**config.mk**
```make
export PLATFORM = sky130hd
export DESIGN_NAME = bms_boot_select
export DESIGN_NICKNAME = d
export VERILOG_FILES = /design/src/logic/bms_pkg.sv /design/src/logic/bms_sig_if.sv /design/src/logic/bms_boot_select.sv /design/src/logic/bms_sig_check.sv
export VERILOG_INCLUDE_DIRS = /design/src /design/src/logic
export SDC_FILE = /design/constraint.sdc
export NUM_CORES = 1
export LEC_CHECK = 0
export ABC_AREA = 1
export BUFFER_PORTS_ARGS = -buffer_cell sky130_fd_sc_hd__buf_2
export CAP_MARGIN = 20
export CORE_MARGIN = 2
export CORE_UTILIZATION = 51
export CTS_CLUSTER_SIZE = 10
export DETAILED_ROUTE_END_ITERATION = 6
export HOLD_SLACK_MARGIN = 0.15
export PLACE_DENSITY = 0.81
export SYNTH_ARGS = -nofsm -noshare
export SYNTH_HDL_FRONTEND = slang
export SYNTH_SLANG_ARGS = --single-unit
```
**constraint.sdc**
```tcl
create_clock -name clock_i -period 1.9 [get_ports clock_i]
set_clock_uncertainty 0.1 [all_clocks]
set_input_delay 0.095 -clock clock_i [delete_from_list [all_inputs] [get_ports clock_i]]
set_output_delay 0.095 -clock clock_i [all_outputs]
set_load 0.05 [all_outputs]
```
**src/logic/bms_defines.svh**
```systemverilog
// constants for the boot mode selection block
`ifndef BMS_DEFINES_SVH
`define BMS_DEFINES_SVH

`define BMS_CLK_FREQ_MHZ     20
`define BMS_DATA_W           16
`define BMS_ADDR_W           24

// strap codes as {high, low}
`define BMS_STRAP_USER       2'h3
`define BMS_STRAP_STD        2'h2
`define BMS_STRAP_SELECT     2'h1
`define BMS_STRAP_RESERVED   2'h0

// code base of both flashes
`define BMS_FLASH_BASE       24'h000000

// reserved flash locations read by the selective path
`define BMS_ADDR_SIG_A       24'h000100
`define BMS_ADDR_SIG_B       24'h000102
`define BMS_ADDR_KEY         24'h000104
`define BMS_SIG_REF          16'h5aa5

// user key codes
`define BMS_KEY_STD          16'h0001
`define BMS_KEY_UART         16'h0002
`define BMS_KEY_CAN          16'h0003

// least low time of a valid dominant bit, and its cycle count
`define BMS_CAN_DOM_TIME_NS  500
`define BMS_CAN_DOM_CYCLES   ((`BMS_CAN_DOM_TIME_NS * `BMS_CLK_FREQ_MHZ + 999) / 1000)

// length of the software reset pulse
`define BMS_SRST_TIME_NS     1000
`define BMS_SRST_CYCLES      ((`BMS_SRST_TIME_NS * `BMS_CLK_FREQ_MHZ + 999) / 1000)

`endif

```
**src/logic/bms_pkg.sv**
```systemverilog
// types of the boot mode selection block
package bms_pkg;

    typedef enum logic [3:0] {
        BMS_ST_HOLD     = 4'h0,
        BMS_ST_DECODE   = 4'h1,
        BMS_ST_USER     = 4'h2,
        BMS_ST_SIG      = 4'h3,
        BMS_ST_SRST     = 4'h4,
        BMS_ST_POLL     = 4'h5,
        BMS_ST_UART     = 4'h6,
        BMS_ST_CAN      = 4'h7,
        BMS_ST_LOOP     = 4'h8,
        BMS_ST_RESERVED = 4'h9
    } bms_state_e;

    typedef enum logic [2:0] {
        BMS_CK_IDLE = 3'h0,
        BMS_CK_RD_A = 3'h1,
        BMS_CK_RD_B = 3'h2,
        BMS_CK_CMP  = 3'h3,
        BMS_CK_KEY  = 3'h4,
        BMS_CK_DONE = 3'h5
    } bms_chk_state_e;

endpackage

```
**src/logic/bms_sig_if.sv**
```systemverilog
// carrier between the boot selector and the signature checker
`timescale 1ns/10ps
`default_nettype none

interface bms_sig_if;
    logic        start;
    logic        done;
    logic        sig_ok;
    logic [15:0] key;

    modport ctrl (output start, input done, input sig_ok, input key);
    modport chk  (input start, output done, output sig_ok, output key);
endinterface

`default_nettype wire

```
**src/logic/bms_boot_select.sv**
```systemverilog
// boot path selection: strap capture, signature path and channel polling
`timescale 1ns/10ps
`default_nettype none
`include "bms_defines.svh"

module bms_boot_select
    import bms_pkg::*;
#(
    parameter int CAN_DOM_CYCLES = `BMS_CAN_DOM_CYCLES,
    parameter int SRST_CYCLES    = `BMS_SRST_CYCLES
)
(
    input  wire logic                   clock_i,
    input  wire logic                   rst_n_i,
    input  wire logic                   reset_input_pin_i,
    input  wire logic                   boot_strap_high_i,
    input  wire logic                   boot_strap_low_i,
    input  wire logic                   uart_receive_line_i,
    input  wire logic                   can_receive_line_i,
    output logic                        flash_rd_req_o,
    output logic [`BMS_ADDR_W-1:0]      flash_rd_addr_o,
    input  wire logic                   flash_rd_ack_i,
    input  wire logic [`BMS_DATA_W-1:0] flash_rd_data_i,
    output logic [1:0]                  boot_strap_o,
    output logic [`BMS_ADDR_W-1:0]      fetch_base_o,
    output logic                        test_flash_fetch_o,
    output logic                        user_flash_data_o,
    output logic                        user_run_o,
    output logic                        soft_reset_o,
    output logic                        polling_o,
    output logic                        uart_boot_o,
    output logic                        can_boot_o,
    output logic                        halt_loop_o,
    output logic                        reserved_mode_o
);

    localparam int NPIN  = 5;
    localparam int CNT_W = $clog2(((CAN_DOM_CYCLES > SRST_CYCLES) ?
                                   CAN_DOM_CYCLES : SRST_CYCLES) + 1);
    localparam logic [NPIN-1:0] PIN_IDLE = 5'h1f;

    // pin order: reset pin, strap high, strap low, uart, can
    logic [NPIN-1:0] pin_raw;
    logic [NPIN-1:0] s1_q, s2_q, s3_q;
    logic [NPIN-1:0] filt_q, filt_d;

    assign pin_raw = {reset_input_pin_i, boot_strap_high_i, boot_strap_low_i,
                      uart_receive_line_i, can_receive_line_i};

    // four flops per pin; a level is taken once stages two and three agree
    genvar g;
    generate
        for (g = 0; g < NPIN; g++)
        begin : g_sync
            always_comb
            begin
                filt_d[g] = (s2_q[g] == s3_q[g]) ? s3_q[g] : filt_q[g];
            end

            always_ff @(posedge clock_i or negedge rst_n_i)
            begin
                if (!rst_n_i)
                begin
                    s1_q[g]   <= (g == NPIN-1) ? 1'b0 : PIN_IDLE[g];
                    s2_q[g]   <= (g == NPIN-1) ? 1'b0 : PIN_IDLE[g];
                    s3_q[g]   <= (g == NPIN-1) ? 1'b0 : PIN_IDLE[g];
                    filt_q[g] <= (g == NPIN-1) ? 1'b0 : PIN_IDLE[g];
                end
                else
                begin
                    s1_q[g]   <= pin_raw[g];
                    s2_q[g]   <= s1_q[g];
                    s3_q[g]   <= s2_q[g];
                    filt_q[g] <= filt_d[g];
                end
            end
        end
    endgenerate

    logic pin_rst_lvl;
    logic uart_lvl;
    logic can_lvl;
    assign pin_rst_lvl = filt_q[4];
    assign uart_lvl    = filt_q[1];
    assign can_lvl     = filt_q[0];

    // the checker runs its reads to the end even if the pin reset drops mid-check;
    // a late done pulse is ignored while the selection waits in hold
    bms_sig_if sig_bus ();

    bms_sig_check u_sig_check (
        .clock_i         (clock_i),
        .rst_n_i         (rst_n_i),
        .sig             (sig_bus.chk),
        .flash_rd_req_o  (flash_rd_req_o),
        .flash_rd_addr_o (flash_rd_addr_o),
        .flash_rd_ack_i  (flash_rd_ack_i),
        .flash_rd_data_i (flash_rd_data_i)
    );

    // output decode shared by the register stage
    function automatic logic [9:0] out_decode(input bms_state_e st);
        logic [9:0] o;
        o = 10'h000;
        // bits: fetch_tf, data_uf, run, srst, poll, uart, can, loop, rsvd, unused
        case (st)
            BMS_ST_USER:     o = 10'h300 >> 1;
            BMS_ST_SIG:      o = 10'h300;
            BMS_ST_SRST:     o = 10'h340;
            BMS_ST_POLL:     o = 10'h320;
            BMS_ST_UART:     o = 10'h310;
            BMS_ST_CAN:      o = 10'h308;
            BMS_ST_LOOP:     o = 10'h304;
            BMS_ST_RESERVED: o = 10'h002;
            default:         o = 10'h000;
        endcase
        return o;
    endfunction

    bms_state_e       st_q, st_d;
    logic [1:0]       strap_q, strap_d;
    logic             rst_prev_q, rst_prev_d;
    logic             uart_prev_q, uart_prev_d;
    logic             en_uart_q, en_uart_d;
    logic             en_can_q, en_can_d;
    logic [CNT_W-1:0] cnt_q, cnt_d;
    logic             start_q, start_d;
    logic [9:0]       out_q, out_d;
    logic             uart_start;
    logic             can_dom;

    // falling edge of the filtered uart line is a start condition
    assign uart_start = en_uart_q && uart_prev_q && !uart_lvl;
    // a dominant bit is valid after CAN_DOM_CYCLES low samples in a row
    assign can_dom    = en_can_q && !can_lvl &&
                        (cnt_q == CNT_W'(CAN_DOM_CYCLES - 1));

    always_comb
    begin
        st_d        = st_q;
        strap_d     = strap_q;
        rst_prev_d  = pin_rst_lvl;
        uart_prev_d = uart_lvl;
        en_uart_d   = en_uart_q;
        en_can_d    = en_can_q;
        cnt_d       = cnt_q;
        start_d     = 1'b0;
        case (st_q)
            BMS_ST_HOLD:
            begin
                // straps pass the same filter as the pin, so both line up at the rise
                if (pin_rst_lvl && !rst_prev_q)
                begin
                    strap_d = {filt_q[3], filt_q[2]};
                    st_d    = BMS_ST_DECODE;
                end
            end
            BMS_ST_DECODE:
            begin
                // every path starts with both channels allowed; the key may narrow it
                en_uart_d = 1'b1;
                en_can_d  = 1'b1;
                cnt_d     = '0;
                case (strap_q)
                    `BMS_STRAP_USER:   st_d = BMS_ST_USER;
                    `BMS_STRAP_STD:    st_d = BMS_ST_POLL;
                    `BMS_STRAP_SELECT:
                    begin
                        start_d = 1'b1;
                        st_d    = BMS_ST_SIG;
                    end
                    default:           st_d = BMS_ST_RESERVED;
                endcase
            end
            BMS_ST_SIG:
            begin
                if (sig_bus.done && sig_bus.sig_ok)
                begin
                    cnt_d = '0;
                    st_d  = BMS_ST_SRST;
                end
                else if (sig_bus.done)
                begin
                    case (sig_bus.key)
                        `BMS_KEY_STD:  st_d = BMS_ST_POLL;
                        `BMS_KEY_UART:
                        begin
                            en_can_d = 1'b0;
                            st_d     = BMS_ST_POLL;
                        end
                        `BMS_KEY_CAN:
                        begin
                            en_uart_d = 1'b0;
                            st_d      = BMS_ST_POLL;
                        end
                        default:       st_d = BMS_ST_LOOP;
                    endcase
                end
            end
            BMS_ST_SRST:
            begin
                // soft reset lasts SRST_CYCLES clocks, counted up from zero
                if (cnt_q == CNT_W'(SRST_CYCLES - 1))
                begin
                    st_d = BMS_ST_USER;
                end
                else
                begin
                    cnt_d = cnt_q + 1'b1;
                end
            end
            BMS_ST_POLL:
            begin
                // an idle unused line never matches; uart wins a tie
                if (uart_start)
                begin
                    st_d = BMS_ST_UART;
                end
                else if (can_dom)
                begin
                    st_d = BMS_ST_CAN;
                end
                else if (en_can_q && !can_lvl)
                begin
                    cnt_d = cnt_q + 1'b1;
                end
                else
                begin
                    cnt_d = '0;
                end
            end
            BMS_ST_USER, BMS_ST_UART, BMS_ST_CAN, BMS_ST_LOOP, BMS_ST_RESERVED:
            begin
                st_d = st_q;
            end
            default:
            begin
                st_d = BMS_ST_HOLD;
            end
        endcase
        // pin reset held low restarts the selection
        if (!pin_rst_lvl)
        begin
            st_d = BMS_ST_HOLD;
        end
        // outcomes follow the next state so they leave a flop together with it
        out_d = out_decode(st_d);
    end

    always_ff @(posedge clock_i or negedge rst_n_i)
    begin
        if (!rst_n_i)
        begin
            st_q        <= BMS_ST_HOLD;
            strap_q     <= `BMS_STRAP_RESERVED;
            rst_prev_q  <= 1'b0;
            uart_prev_q <= 1'b1;
            en_uart_q   <= 1'b0;
            en_can_q    <= 1'b0;
            cnt_q       <= '0;
            start_q     <= 1'b0;
            out_q       <= 10'h000;
        end
        else
        begin
            st_q        <= st_d;
            strap_q     <= strap_d;
            rst_prev_q  <= rst_prev_d;
            uart_prev_q <= uart_prev_d;
            en_uart_q   <= en_uart_d;
            en_can_q    <= en_can_d;
            cnt_q       <= cnt_d;
            start_q     <= start_d;
            out_q       <= out_d;
        end
    end

    assign sig_bus.start = start_q;

    assign boot_strap_o       = strap_q;
    // both flashes share one base; the fetch flag picks which answers code fetches
    assign fetch_base_o       = `BMS_FLASH_BASE;
    assign test_flash_fetch_o = out_q[9];
    assign user_flash_data_o  = out_q[8];
    assign user_run_o         = out_q[7];
    assign soft_reset_o       = out_q[6];
    assign polling_o          = out_q[5];
    assign uart_boot_o        = out_q[4];
    assign can_boot_o         = out_q[3];
    assign halt_loop_o        = out_q[2];
    assign reserved_mode_o    = out_q[1];

endmodule

`default_nettype wire

```
**src/logic/bms_sig_check.sv**
```systemverilog
// reads the signature locations, and the key location only when the signature fails, and judges the signature
`timescale 1ns/10ps
`default_nettype none
`include "bms_defines.svh"

module bms_sig_check
    import bms_pkg::*;
(
    input  wire logic                   clock_i,
    input  wire logic                   rst_n_i,
    bms_sig_if.chk                      sig,
    output logic                        flash_rd_req_o,
    output logic [`BMS_ADDR_W-1:0]      flash_rd_addr_o,
    input  wire logic                   flash_rd_ack_i,
    input  wire logic [`BMS_DATA_W-1:0] flash_rd_data_i
);

    bms_chk_state_e         st_q, st_d;
    logic [`BMS_DATA_W-1:0] word_a_q, word_a_d;
    logic [`BMS_DATA_W-1:0] sum_q, sum_d;
    logic [`BMS_DATA_W-1:0] key_q, key_d;
    logic                   ok_q, ok_d;

    always_comb
    begin
        st_d     = st_q;
        word_a_d = word_a_q;
        sum_d    = sum_q;
        key_d    = key_q;
        ok_d     = ok_q;
        case (st_q)
            BMS_CK_IDLE:
            begin
                if (sig.start)
                begin
                    ok_d  = 1'b0;
                    key_d = '0;
                    st_d  = BMS_CK_RD_A;
                end
            end
            BMS_CK_RD_A:
            begin
                if (flash_rd_ack_i)
                begin
                    word_a_d = flash_rd_data_i;
                    st_d     = BMS_CK_RD_B;
                end
            end
            BMS_CK_RD_B:
            begin
                if (flash_rd_ack_i)
                begin
                    sum_d = word_a_q + flash_rd_data_i;
                    st_d  = BMS_CK_CMP;
                end
            end
            BMS_CK_CMP:
            begin
                ok_d = (sum_q == `BMS_SIG_REF);
                st_d = (sum_q == `BMS_SIG_REF) ? BMS_CK_DONE : BMS_CK_KEY;
            end
            BMS_CK_KEY:
            begin
                if (flash_rd_ack_i)
                begin
                    key_d = flash_rd_data_i;
                    st_d  = BMS_CK_DONE;
                end
            end
            BMS_CK_DONE:
            begin
                st_d = BMS_CK_IDLE;
            end
            default:
            begin
                st_d = BMS_CK_IDLE;
            end
        endcase
    end

    always_ff @(posedge clock_i or negedge rst_n_i)
    begin
        if (!rst_n_i)
        begin
            st_q     <= BMS_CK_IDLE;
            word_a_q <= '0;
            sum_q    <= '0;
            key_q    <= '0;
            ok_q     <= 1'b0;
        end
        else
        begin
            st_q     <= st_d;
            word_a_q <= word_a_d;
            sum_q    <= sum_d;
            key_q    <= key_d;
            ok_q     <= ok_d;
        end
    end

    assign flash_rd_req_o  = (st_q == BMS_CK_RD_A) || (st_q == BMS_CK_RD_B)
                             || (st_q == BMS_CK_KEY);
    assign flash_rd_addr_o = (st_q == BMS_CK_RD_B) ? `BMS_ADDR_SIG_B :
                             (st_q == BMS_CK_KEY)  ? `BMS_ADDR_KEY   : `BMS_ADDR_SIG_A;
    assign sig.done        = (st_q == BMS_CK_DONE);
    assign sig.sig_ok      = ok_q;
    assign sig.key         = key_q;

endmodule

`default_nettype wire

```
# == Yosys cells after proc, flatten, opt, wreduce, memory -nomap -nowiden ==
# Memories as Yosys holds them, arrays and structs flattened. A register that Yosys moved wholly into a read port is not among the register bits.
# Index checks and enable logic that the tools add are counted.
# word_totals
out_inout_bits,60
n_memories,1
rom_bits,144
register_bits,88
inputBits,24
wordCells,144
# op_classes
n_eq_ne,40
mux,39
add_sub_neg,2
reduce_logical,29
# mem_list
memory,depth,width,rd,rd_ports_with_merged_regs,wr,line_no,text
(name not given),16,9,1,1,0,bms_boot_select.sv:106,case (st)
# op_table
operator,count
equality test 16 x 2 -> 1 bit (second input constant),2
2-to-1 mux 16 bit,2
2-to-1 mux 4 bit,8
one-hot mux 16 bit (2 select lines),1
2-to-1 mux 5 bit,5
2-to-1 mux 24 bit,1
!= test 2 bit (second input constant),12
one-hot mux 4 bit (6 select lines),1
one-hot mux 5 bit (4 select lines),1
adder 16 bit,1
equality test 16 x 1 -> 1 bit (second input constant),1
equality test 16 x 15 -> 1 bit (second input constant),1
equality test 4 x 3 -> 1 bit (second input constant),4
2-to-1 mux 3 bit,5
one-hot mux 3 bit (5 select lines),1
one-hot mux 4 bit (3 select lines),1
AND reduction 4 bit,3
2-to-1 mux 1 bit,10
equality test 4 x 2 -> 1 bit (second input constant),2
equality test 4 bit (second input constant),2
AND reduction 2 bit,4
equality test 3 x 2 -> 1 bit (second input constant),2
equality test 3 bit (second input constant),2
logical AND 1 bit,6
19 further kinds,32

# == Logic depth before layout (Yosys ltp) ==
# Gate-level depths: netlist of run 1.
# depth
depth_word,7
mapped_depth,12
ltp_nobuf,12

# == Hierarchy ==
# Synthesis of run 1 repeated with hierarchy kept, for this count alone.
# hier_totals
hier_cells,669
area_unflattened_um2,5561.6
# by_module_without_submodules
module,instances,cells_each,area_each_um2,seq_area_each_um2
bms_sig_check,1,428,3385.7,1301.2
bms_boot_select,1,241,2175.8,1147.4

# == Least setup slack after synthesis of run 1 ==
# Ideal clock, no wire load.
# synth_timing
path_kind,register -> register
start,register u_sig_check.word_a_q[0]
end,register u_sig_check.sum_q[14]
slack_ps,59
n_path_buf,0
t_required_ps,1674
path_stages_with_launch,12
setup_ps,126
synth_period_minus_slack_ps,1841
arrival_time_ps,1615
path_cell_list,dfrtp_1 > ha_1 > inv_1 > fa_1 > o21ai_1 > nand2_1 > nand2_1 > nand3_1 > nand2_1 > nand2_1 > nand3_1 > o21ai_0
# synth_via
elab_chain_cells,1
# synth_rtl
item,line_no,text
"start, declared",bms_sig_check.sv:19,"logic [`BMS_DATA_W-1:0] word_a_q, word_a_d;"
"start signal, assigned",bms_sig_check.sv:94,word_a_q <= word_a_d;
adder 16 bit,bms_sig_check.sv:53,sum_d = word_a_q + flash_rd_data_i;
"end signal, assigned",bms_sig_check.sv:95,sum_q <= sum_d;
"end, declared",bms_sig_check.sv:20,"logic [`BMS_DATA_W-1:0] sum_q, sum_d;"
# Every way passes these cells.
# A chain may end at the register's enable or synchronous reset.

# == Final worst setup path of run 1 ==
# Ends and elaborated chain as after synthesis.

==> reports/metrics.csv, run 1 <==
stage,metric,value,unit
worst_setup_path,Critical Path Start Type,flip-flop,
timing,final period utilization,98.69,%
floorplan,Ports,84,
final_layout,most frequent cells in the layout,"114 x nand2_1, 77 x dfrtp_1, 57 x inv_1",
final_layout,"most common cell after layout, fill and taps aside",nand2_1,
worst_hold_path,worst hold path class,flip-flop to flip-flop,
route,initial DRC count,256,
place,PortBufs,37,
final_layout,Finished Cell Area,6003,sq um
route,Routed Wire Length,10.56,mm
power,LEAKAGE,2.954,nW
floorplan,Die H,105.0,microns
floorplan,die footprint,11020,sq um
timing,crit path time final,1.875,ns
yosys,Synth Instances,594,
clocking,"CTS clk-pin slew, worst paths",0.10,ns
global_route,total congestion overflow,0,
global_route,Overall Global Routing Usage,20.02,%
final_layout,Non-Filler Instances,807,
route,Vias/cell,5.022,
clocking,CTS Buf Count,9,
global_route,largest net degree at the start of global routing,42,
global_route,initial antenna violation count,0,
yosys,cell area after synthesis,5201,sq um
worst_setup_path,Worst Setup End Kind,flip-flop,
yosys,Post-synth EDFFs,0,
worst_setup_path,Reg2Reg Depth,11,
yosys,Syn Area/Cell,8.756,sq um
worst_setup_path,CP arrival,2.04,ns
final_layout,fin util,61.14,%
clocking,CTS HTree Levels,3,
yosys,fraction of synthesized cell area taken by the top area cell type,38.49,%
worst_setup_path,CP max stage cell,dfrtp_1,
route,WL per Instance,13.08,microns
yosys,Synth async-reset ratio,100.0,%
power,Psw,0.003652,W
place,GPL Wtd Cong,0.9629,
worst_hold_path,HP Start,s1_q[4]$_DFF_PN0_,
power,clock group share of total power,15.3,%
clocking,Clk Tree Root Cell,clkbuf_8,
floorplan,die width,105.0,microns
yosys,cell taking the most area after synthesis,dfrtp_1,
place,placed cell areas,5441,sq um
worst_hold_path,hold path cells,0,
timing,final hold violations,0,
worst_setup_path,worst reg-to-reg setup slack,0.02,ns
worst_setup_path,Setup CP Type,flip-flop to flip-flop,
timing,max-slew violation count,0,
power,sw frac,44.16,%
final_layout,nets,711,
clocking,CTS tree,yes,
worst_setup_path,worst r2r src,u_sig_check.word_a_q[0]$_DFFE_PN0P_,
place,placed insts,765,
timing,Least-Margin Pin Slew,0.5704,ns
route,Detail Route Antenna Nets,0,
yosys,Synth Register Bits,97,
floorplan,core area,9819,sq um
timing,# setup viols final,0,
route,via count,4053,
power,VDD IR max,0.9660,mV
yosys,synth top area cells,"dfrtp_1 38%, dfstp_2 8.6%, nand2_1 8.5%",
clocking,CTS sink cnt,97,
place,post-detail-place hpwl,7.612,mm
power,Sequential Power Share,36.9,%
timing,RSZ-0062 raised after global routing,yes,
global_route,global-route wire length before repair,18.13,mm
floorplan,Starting Density,52.97,%
power,power density cells,1378,nW/um^2
power,total power,0.008271,W
worst_setup_path,Critical Path RT,2.06,ns
global_route,vias in the first global route,3927,
worst_setup_path,"slowest stage delay, CP",0.36,ns
clocking,maximum root-to-sink buffer count,2,
timing,Slew HR,61.93,%
clocking,Skew-Pair Late Insertion Delay,0.37,ns
final_layout,area delta synth->final,15.42,%
timing,Max Clk Rate,0.5333,GHz
final_layout,proportion of layout cells with a drive suffix above 1,23.74,%
yosys,Synth Flop Type,dfrtp_1,
route,DRC Markers,0,
final_layout,ANT cells,0,
route,DRT Pass-1 Iters,4,
power,Comb power frac,47.8,%
run_status,status,"finished, final reports clean",
flow_run,max cap viols,0,
yosys,register area share after synthesis,47.08,%
power,P_int,0.004619,W
worst_setup_path,worst-path fanout max,4,
worst_setup_path,CP Cell Sequence,ha_2 > inv_2 > fa_2 > o21ai_2 > nand2_1 > nand2_2 > nand3_2 > nand2_2 > nand2_1 > nand3_1 > o21ai_1,
worst_hold_path,hold path endpoint,s2_q[4]$_DFF_PN0_,
yosys,YS warnings,0,
yosys,synth unique cells,41,
floorplan,row count,36,
worst_setup_path,R2R Path End,u_sig_check.sum_q[14]$_DFFE_PN0P_,
==> layout make-up <==
type | count | area [sq um]
clock buffer | 9 | 123.9
clock inverter | 7 | 58.81
fill | 841 | 3816
inverter | 70 | 269.0
multi-input combinational | 417 | 2367
sequential | 97 | 2452
tap | 133 | 166.4
timing repair buffer | 74 | 565.5
==> cells in the mapped netlist (2+ instances only) <==
| master | number |
|---|---|
| o21ai_0 | 35 |
| buf_4 | 48 |
| inv_2 | 10 |
| nand2_2 | 5 |
| nand3b_1 | 4 |
| o21ai_1 | 16 |
| buf_2 | 3 |
| maj3_1 | 5 |
| ha_1 | 17 |
| nor2_4 | 4 |
| inv_1 | 58 |
| nand3_2 | 5 |
| conb_1 | 2 |
| nor3_1 | 9 |
| o21ai_2 | 2 |
| nand3_1 | 50 |
| nor2_2 | 3 |
| clkbuf_1 | 3 |
| nand4_1 | 5 |
| xor2_1 | 3 |
| mux2_2 | 16 |
| dfrtp_1 | 80 |
| a21oi_1 | 20 |
| xnor2_1 | 7 |
| dfstp_2 | 17 |
| nor2_1 | 35 |
| nand2_1 | 118 |
==> critical path, delay by kind of cell (launching register included) <==
family | cells | cell delay (ns)
compound gates | 2 | 0.24
flops | 1 | 0.36
fa+ha+maj | 2 | 0.56
simple gates | 6 | 0.47
buf+inv | 1 | 0.04
==> through the flow <==
step,worst slack [ns],setup TNS [ns],hold slack [ns]
floorplan,0.05936,0,-0.3006
global placement,0.01515,0,-0.05220
detailed placement,-0.06597,-0.1083,-0.04735
CTS,0.006667,0,0.2438
global route,-0.07235,-0.3198,0.2459
finish,0.02481,0,0.2556
==> per-layer routing <==
metal	share of wire, %	vias to the layer above	global-route usage, %
met1	46	1929	26.77
met3	4.4	14	3.431
met2	48	114	33.30
met5	0	-	0
li1	-	1996	-
met4	1.5	0	6.286
==> worst max path at each step <==
stage | from | end | slack, ns | cells after the start
after global routing | u_sig_check.word_a_q[0]$_DFFE_PN0P_ | u_sig_check.sum_q[6]$_DFFE_PN0P_ | -0.07 | 9
after floorplan | u_sig_check.word_a_q[0]$_DFFE_PN0P_ | u_sig_check.sum_q[14]$_DFFE_PN0P_ | 0.06 | 11
after global placement | u_sig_check.word_a_q[0]$_DFFE_PN0P_ | u_sig_check.sum_q[14]$_DFFE_PN0P_ | 0.02 | 11
final | u_sig_check.word_a_q[0]$_DFFE_PN0P_ | u_sig_check.sum_q[14]$_DFFE_PN0P_ | 0.02 | 11
after detailed placement | u_sig_check.word_a_q[0]$_DFFE_PN0P_ | u_sig_check.sum_q[14]$_DFFE_PN0P_ | -0.07 | 11
after CTS | u_sig_check.word_a_q[0]$_DFFE_PN0P_ | u_sig_check.sum_q[14]$_DFFE_PN0P_ | 0.007 | 11
==> kinds of logic (layout without fill, tap and decap cells) <==
family	after synthesis	in the layout	synth area share [%]
muxes	16	16	3.464
DFF	97	97	47.08
xor gates and xnor gates	10	10	1.684
and+or+nand+nor	243	243	21.48
other	2	46	0.1444
buffers and inverters	124	160	12.61
adders and majority gates	23	23	5.437
AOI/OAI and AO/OA	79	79	8.107
==> registers in the layout, summed over array words and instances, names as in the netlist, 2 cells and up <==
name                  flops
u_sig_check.st_q          3
u_sig_check.sig.key      16
u_sig_check.word_a_q     16
boot_strap_o              2
st_q                      4
s3_q                      5
filt_q                    2
s1_q                      5
u_sig_check.sum_q        16
out_q                     9
s2_q                      5
cnt_q                     5
==> timing repair <==
item                                   in CTS  in global routing
hold buffers                               25                  0
pin swaps                                   1                  4
setup buffers                               0                  1
gates resized for setup                     3                 35
gates cloned                                0                  0
setup endpoints to repair                   5                 21
endpoints found under the hold margin     138                  0
==> power by group through the flow <==
stage | Clock (W) | Sequential [W] | Combinational [W]
6_report | 0.00126 | 0.00305 | 0.00396
3_5_place_dp | 0 | 0.00306 | 0.00364
2_1_floorplan | 0 | 0.00313 | 0.00272
3_3_place_gp | 0 | 0.00302 | 0.00353
4_1_cts | 0.00129 | 0.00302 | 0.00373
5_1_grt | 0.00139 | 0.00312 | 0.00441
(Power assumes the default switching activity.)
==> run 2: changes to the inputs <==
- CORE_ASPECT_RATIO: unset -> 0.6
==> run 2 against run 1 <==
Wire length is 9.2% higher. Global-route usage is 1.8 points higher. Worst hold slack worse by 0.095 ns. First-iteration DRC count is 48% higher. Sequential power hardly changed. Via count is 3.0% higher. Utilization is 1.1 points higher.
==> reports/metrics.csv, run 2 (synthesis results as in run 1) <==
stage,metric,value,unit,change
run_status,status,"finished, final reports clean",,
floorplan,row count,28,,-22%
timing,final period utilization,98.16,%,-0.54 points
worst_setup_path,Levels on crit path,10,,-1
route,Vias/cell,5.129,,+2.1%
clocking,CTS tree,yes,,
route,DRC Markers,0,,unchanged
global_route,total congestion overflow,0,,unchanged
floorplan,die width,134.4,microns,+28%
floorplan,Ports,84,,unchanged
place,post-detail-place hpwl,8.163,mm,+7.2%
floorplan,die footprint,11050,sq um,+0.25%
power,P_int,0.005110,W,+11%
power,Comb power frac,46.7,%,-1.1 points
final_layout,fin util,62.20,%,+1.1 points
worst_setup_path,CP Buf/Inv Count,2,,+1
worst_setup_path,Reg2Reg Depth,10,,-1
route,Detail Route Antenna Nets,0,,unchanged
place,GPL Wtd Cong,0.9112,,-5.4%
final_layout,"most common cell after layout, fill and taps aside",nand2_1,,
power,Psw,0.003863,W,+5.8%
clocking,CTS Buf Count,9,,unchanged
global_route,largest net degree at the start of global routing,62,,+48%
timing,Slew HR,48.51,%,-13 points
timing,Worst Slack Setup Final,0.03504,ns,+0.01023 ns
final_layout,Non-Filler Instances,814,,+0.87%
power,LEAKAGE,3.035,nW,+2.7%
clocking,maximum root-to-sink buffer count,2,,unchanged
place,placed insts,768,,+0.39%
global_route,global-route wire length before repair,18.56,mm,+2.4%
final_layout,most frequent cells in the layout,"114 x nand2_1, 78 x dfrtp_1, 57 x inv_1",,
final_layout,proportion of layout cells with a drive suffix above 1,24.01,%,+0.27 points
power,VDD IR max,0.7850,mV,-19%
flow_run,max cap viols,0,,unchanged
timing,Least-Margin Pin Slew,0.7698,ns,+0.1994 ns
final_layout,area delta synth->final,18.14,%,
final_layout,Reg area,2451,sq um,about the same
worst_setup_path,Critical Path Start Type,flip-flop,,
worst_setup_path,CP top delay family,adder cells,,
worst_setup_path,Critical Path RT,2.04,ns,-0.02 ns
route,via count,4175,,+3.0%
timing,RSZ-0062 raised after global routing,yes,,
timing,Max Clk Rate,0.5362,GHz,+0.55%
timing,crit path time final,1.865,ns,-0.01023 ns
place,PortBufs,37,,unchanged
clocking,CTS HTree Levels,3,,unchanged
worst_setup_path,CP Cell Sequence,ha_2 > inv_2 > fa_2 > o21ai_2 > buf_4 > nand4_1 > nand3_1 > nand2_1 > nand3_1 > o21ai_1,,
route,initial DRC count,379,,+48%
floorplan,core area,9879,sq um,+0.61%
worst_setup_path,most frequent CP cell,nand3_1,,
clocking,CTS sink cnt,97,,unchanged
clocking,Clk Tree Root Cell,clkbuf_16,,
worst_setup_path,Worst Setup End Kind,flip-flop,,
worst_hold_path,HP Start,flash_rd_data_i[8],,
final_layout,nets,716,,+0.70%
route,WL per Instance,14.16,microns,+8.3%
floorplan,Die H,82.23,microns,-22%
route,Routed Wire Length,11.53,mm,+9.2%
worst_setup_path,CP arrival,2.00,ns,-0.04 ns
worst_hold_path,worst hold path class,input pin to flip-flop,,
floorplan,Starting Density,52.65,%,-0.32 points
final_layout,ANT cells,0,,unchanged
final_layout,fillers,826,,-1.8%
power,power density cells,1460,nW/um^2,+6.0%
worst_setup_path,CP max stage cell,fa_2,,
power,sw frac,43.05,%,-1.1 points
timing,final hold violations,0,,unchanged
worst_setup_path,"slowest stage delay, CP",0.37,ns,about the same
worst_setup_path,worst r2r src,u_sig_check.word_a_q[0]$_DFFE_PN0P_,,
worst_hold_path,hold path cells,5,,+5
power,Sequential Power Share,34.1,%,-2.8 points
place,Post-Place Worst Slack,-0.03998,ns,+0.02599 ns
clocking,Skew-Pair Late Insertion Delay,0.35,ns,-0.02 ns
worst_setup_path,worst-path fanout max,2,,-2
worst_setup_path,Worst Setup SP,u_sig_check.word_a_q[0]$_DFFE_PN0P_,,
timing,# setup viols final,0,,unchanged
timing,max-slew violation count,0,,unchanged
global_route,vias in the first global route,3786,,-3.6%
global_route,initial antenna violation count,0,,unchanged
worst_setup_path,Setup CP Type,flip-flop to flip-flop,,
route,DRT Pass-1 Iters,5,,+1
clocking,"CTS clk-pin slew, worst paths",0.07,ns,-0.03 ns
power,clock group share of total power,19.2,%,+3.9 points
final_layout,area of the multi-input gates,2380,sq um,+0.53%
global_route,Overall Global Routing Usage,21.85,%,+1.8 points
## run 2: power groups by stage
stage	Clock, W	Combinational, W	Sequential [W]
after floorplan	0	0.00272	0.00313
after global placement	0	0.00363	0.00302
after detailed placement	0	0.00374	0.00306
after CTS	0.00177	0.00384	0.00303
after global routing	0.00184	0.00457	0.00312
final	0.00172	0.00419	0.00306
## run 2: per-stage QoR
| step | setup TNS (ns) | power, W | cell area, sq um | hold slack (ns) |
|---|---|---|---|---|
| after floorplan | 0 | 0.005844 | 5366 | -0.3006 |
| after global placement | 0 | 0.006654 | 5451 | -0.1126 |
| after detailed placement | -0.09512 | 0.006805 | 5451 | -0.1025 |
| after CTS | 0 | 0.008635 | 5989 | 0.1983 |
| after global routing | -0.2227 | 0.009529 | 6145 | 0.1958 |
| final | 0 | 0.008973 | 6145 | 0.1608 |
## run 2: area by class of cell
type | instances | share of cell area (%)
flip-flops and latches | 97 | 39.89
multi-input cells | 417 | 38.73
repair buffers | 79 | 9.713
inverters | 70 | 4.378
clock buffers | 10 | 3.726
well taps | 135 | 2.749
clock inverters | 6 | 0.8145
## run 2: final timing paths
path | endpoint | slack [ns]
setup / recovery | u_sig_check.sum_q[12]$_DFFE_PN0P_ | 0.04
hold reg to reg | s2_q[4]$_DFF_PN0_ | 0.25
hold / removal | u_sig_check.sum_q[8]$_DFFE_PN0P_ | 0.16
min in group asynchronous | u_sig_check.sig.key[13]$_DFFE_PN0P_ | 0.21
max in group asynchronous | u_sig_check.word_a_q[5]$_DFFE_PN0P_ | 0.35
setup reg to reg | u_sig_check.sum_q[12]$_DFFE_PN0P_ | 0.04
## run 2: worst register-to-register path: cells and delay by family (launching register included)
family	cells	cell delay [ns]
fa+ha+maj	2	0.57
buf+inv	2	0.17
flops	1	0.36
compound gates	2	0.22
simple gates	4	0.32
## run 2: layer usage
| layer | GRT usage [%] | wire, microns | vias to the layer above | share of wire (%) |
|---|---|---|---|---|
| met5 | 0 | 0 | - | 0 |
| met4 | 7.895 | 203 | 0 | 1.8 |
| met3 | 4.579 | 826 | 17 | 7.2 |
| met2 | 31.38 | 4826 | 168 | 42 |
| met1 | 32.66 | 5674 | 1982 | 49 |
| li1 | - | - | 2008 | - |
## run 2: repair_timing
item | in CTS | in global routing
pin swaps | 0 | 7
hold buffers | 25 | 0
setup buffers | 0 | 5
resized for setup | 3 | 36
setup endpoints to repair | 6 | 20
endpoints found under the hold margin | 127 | 0
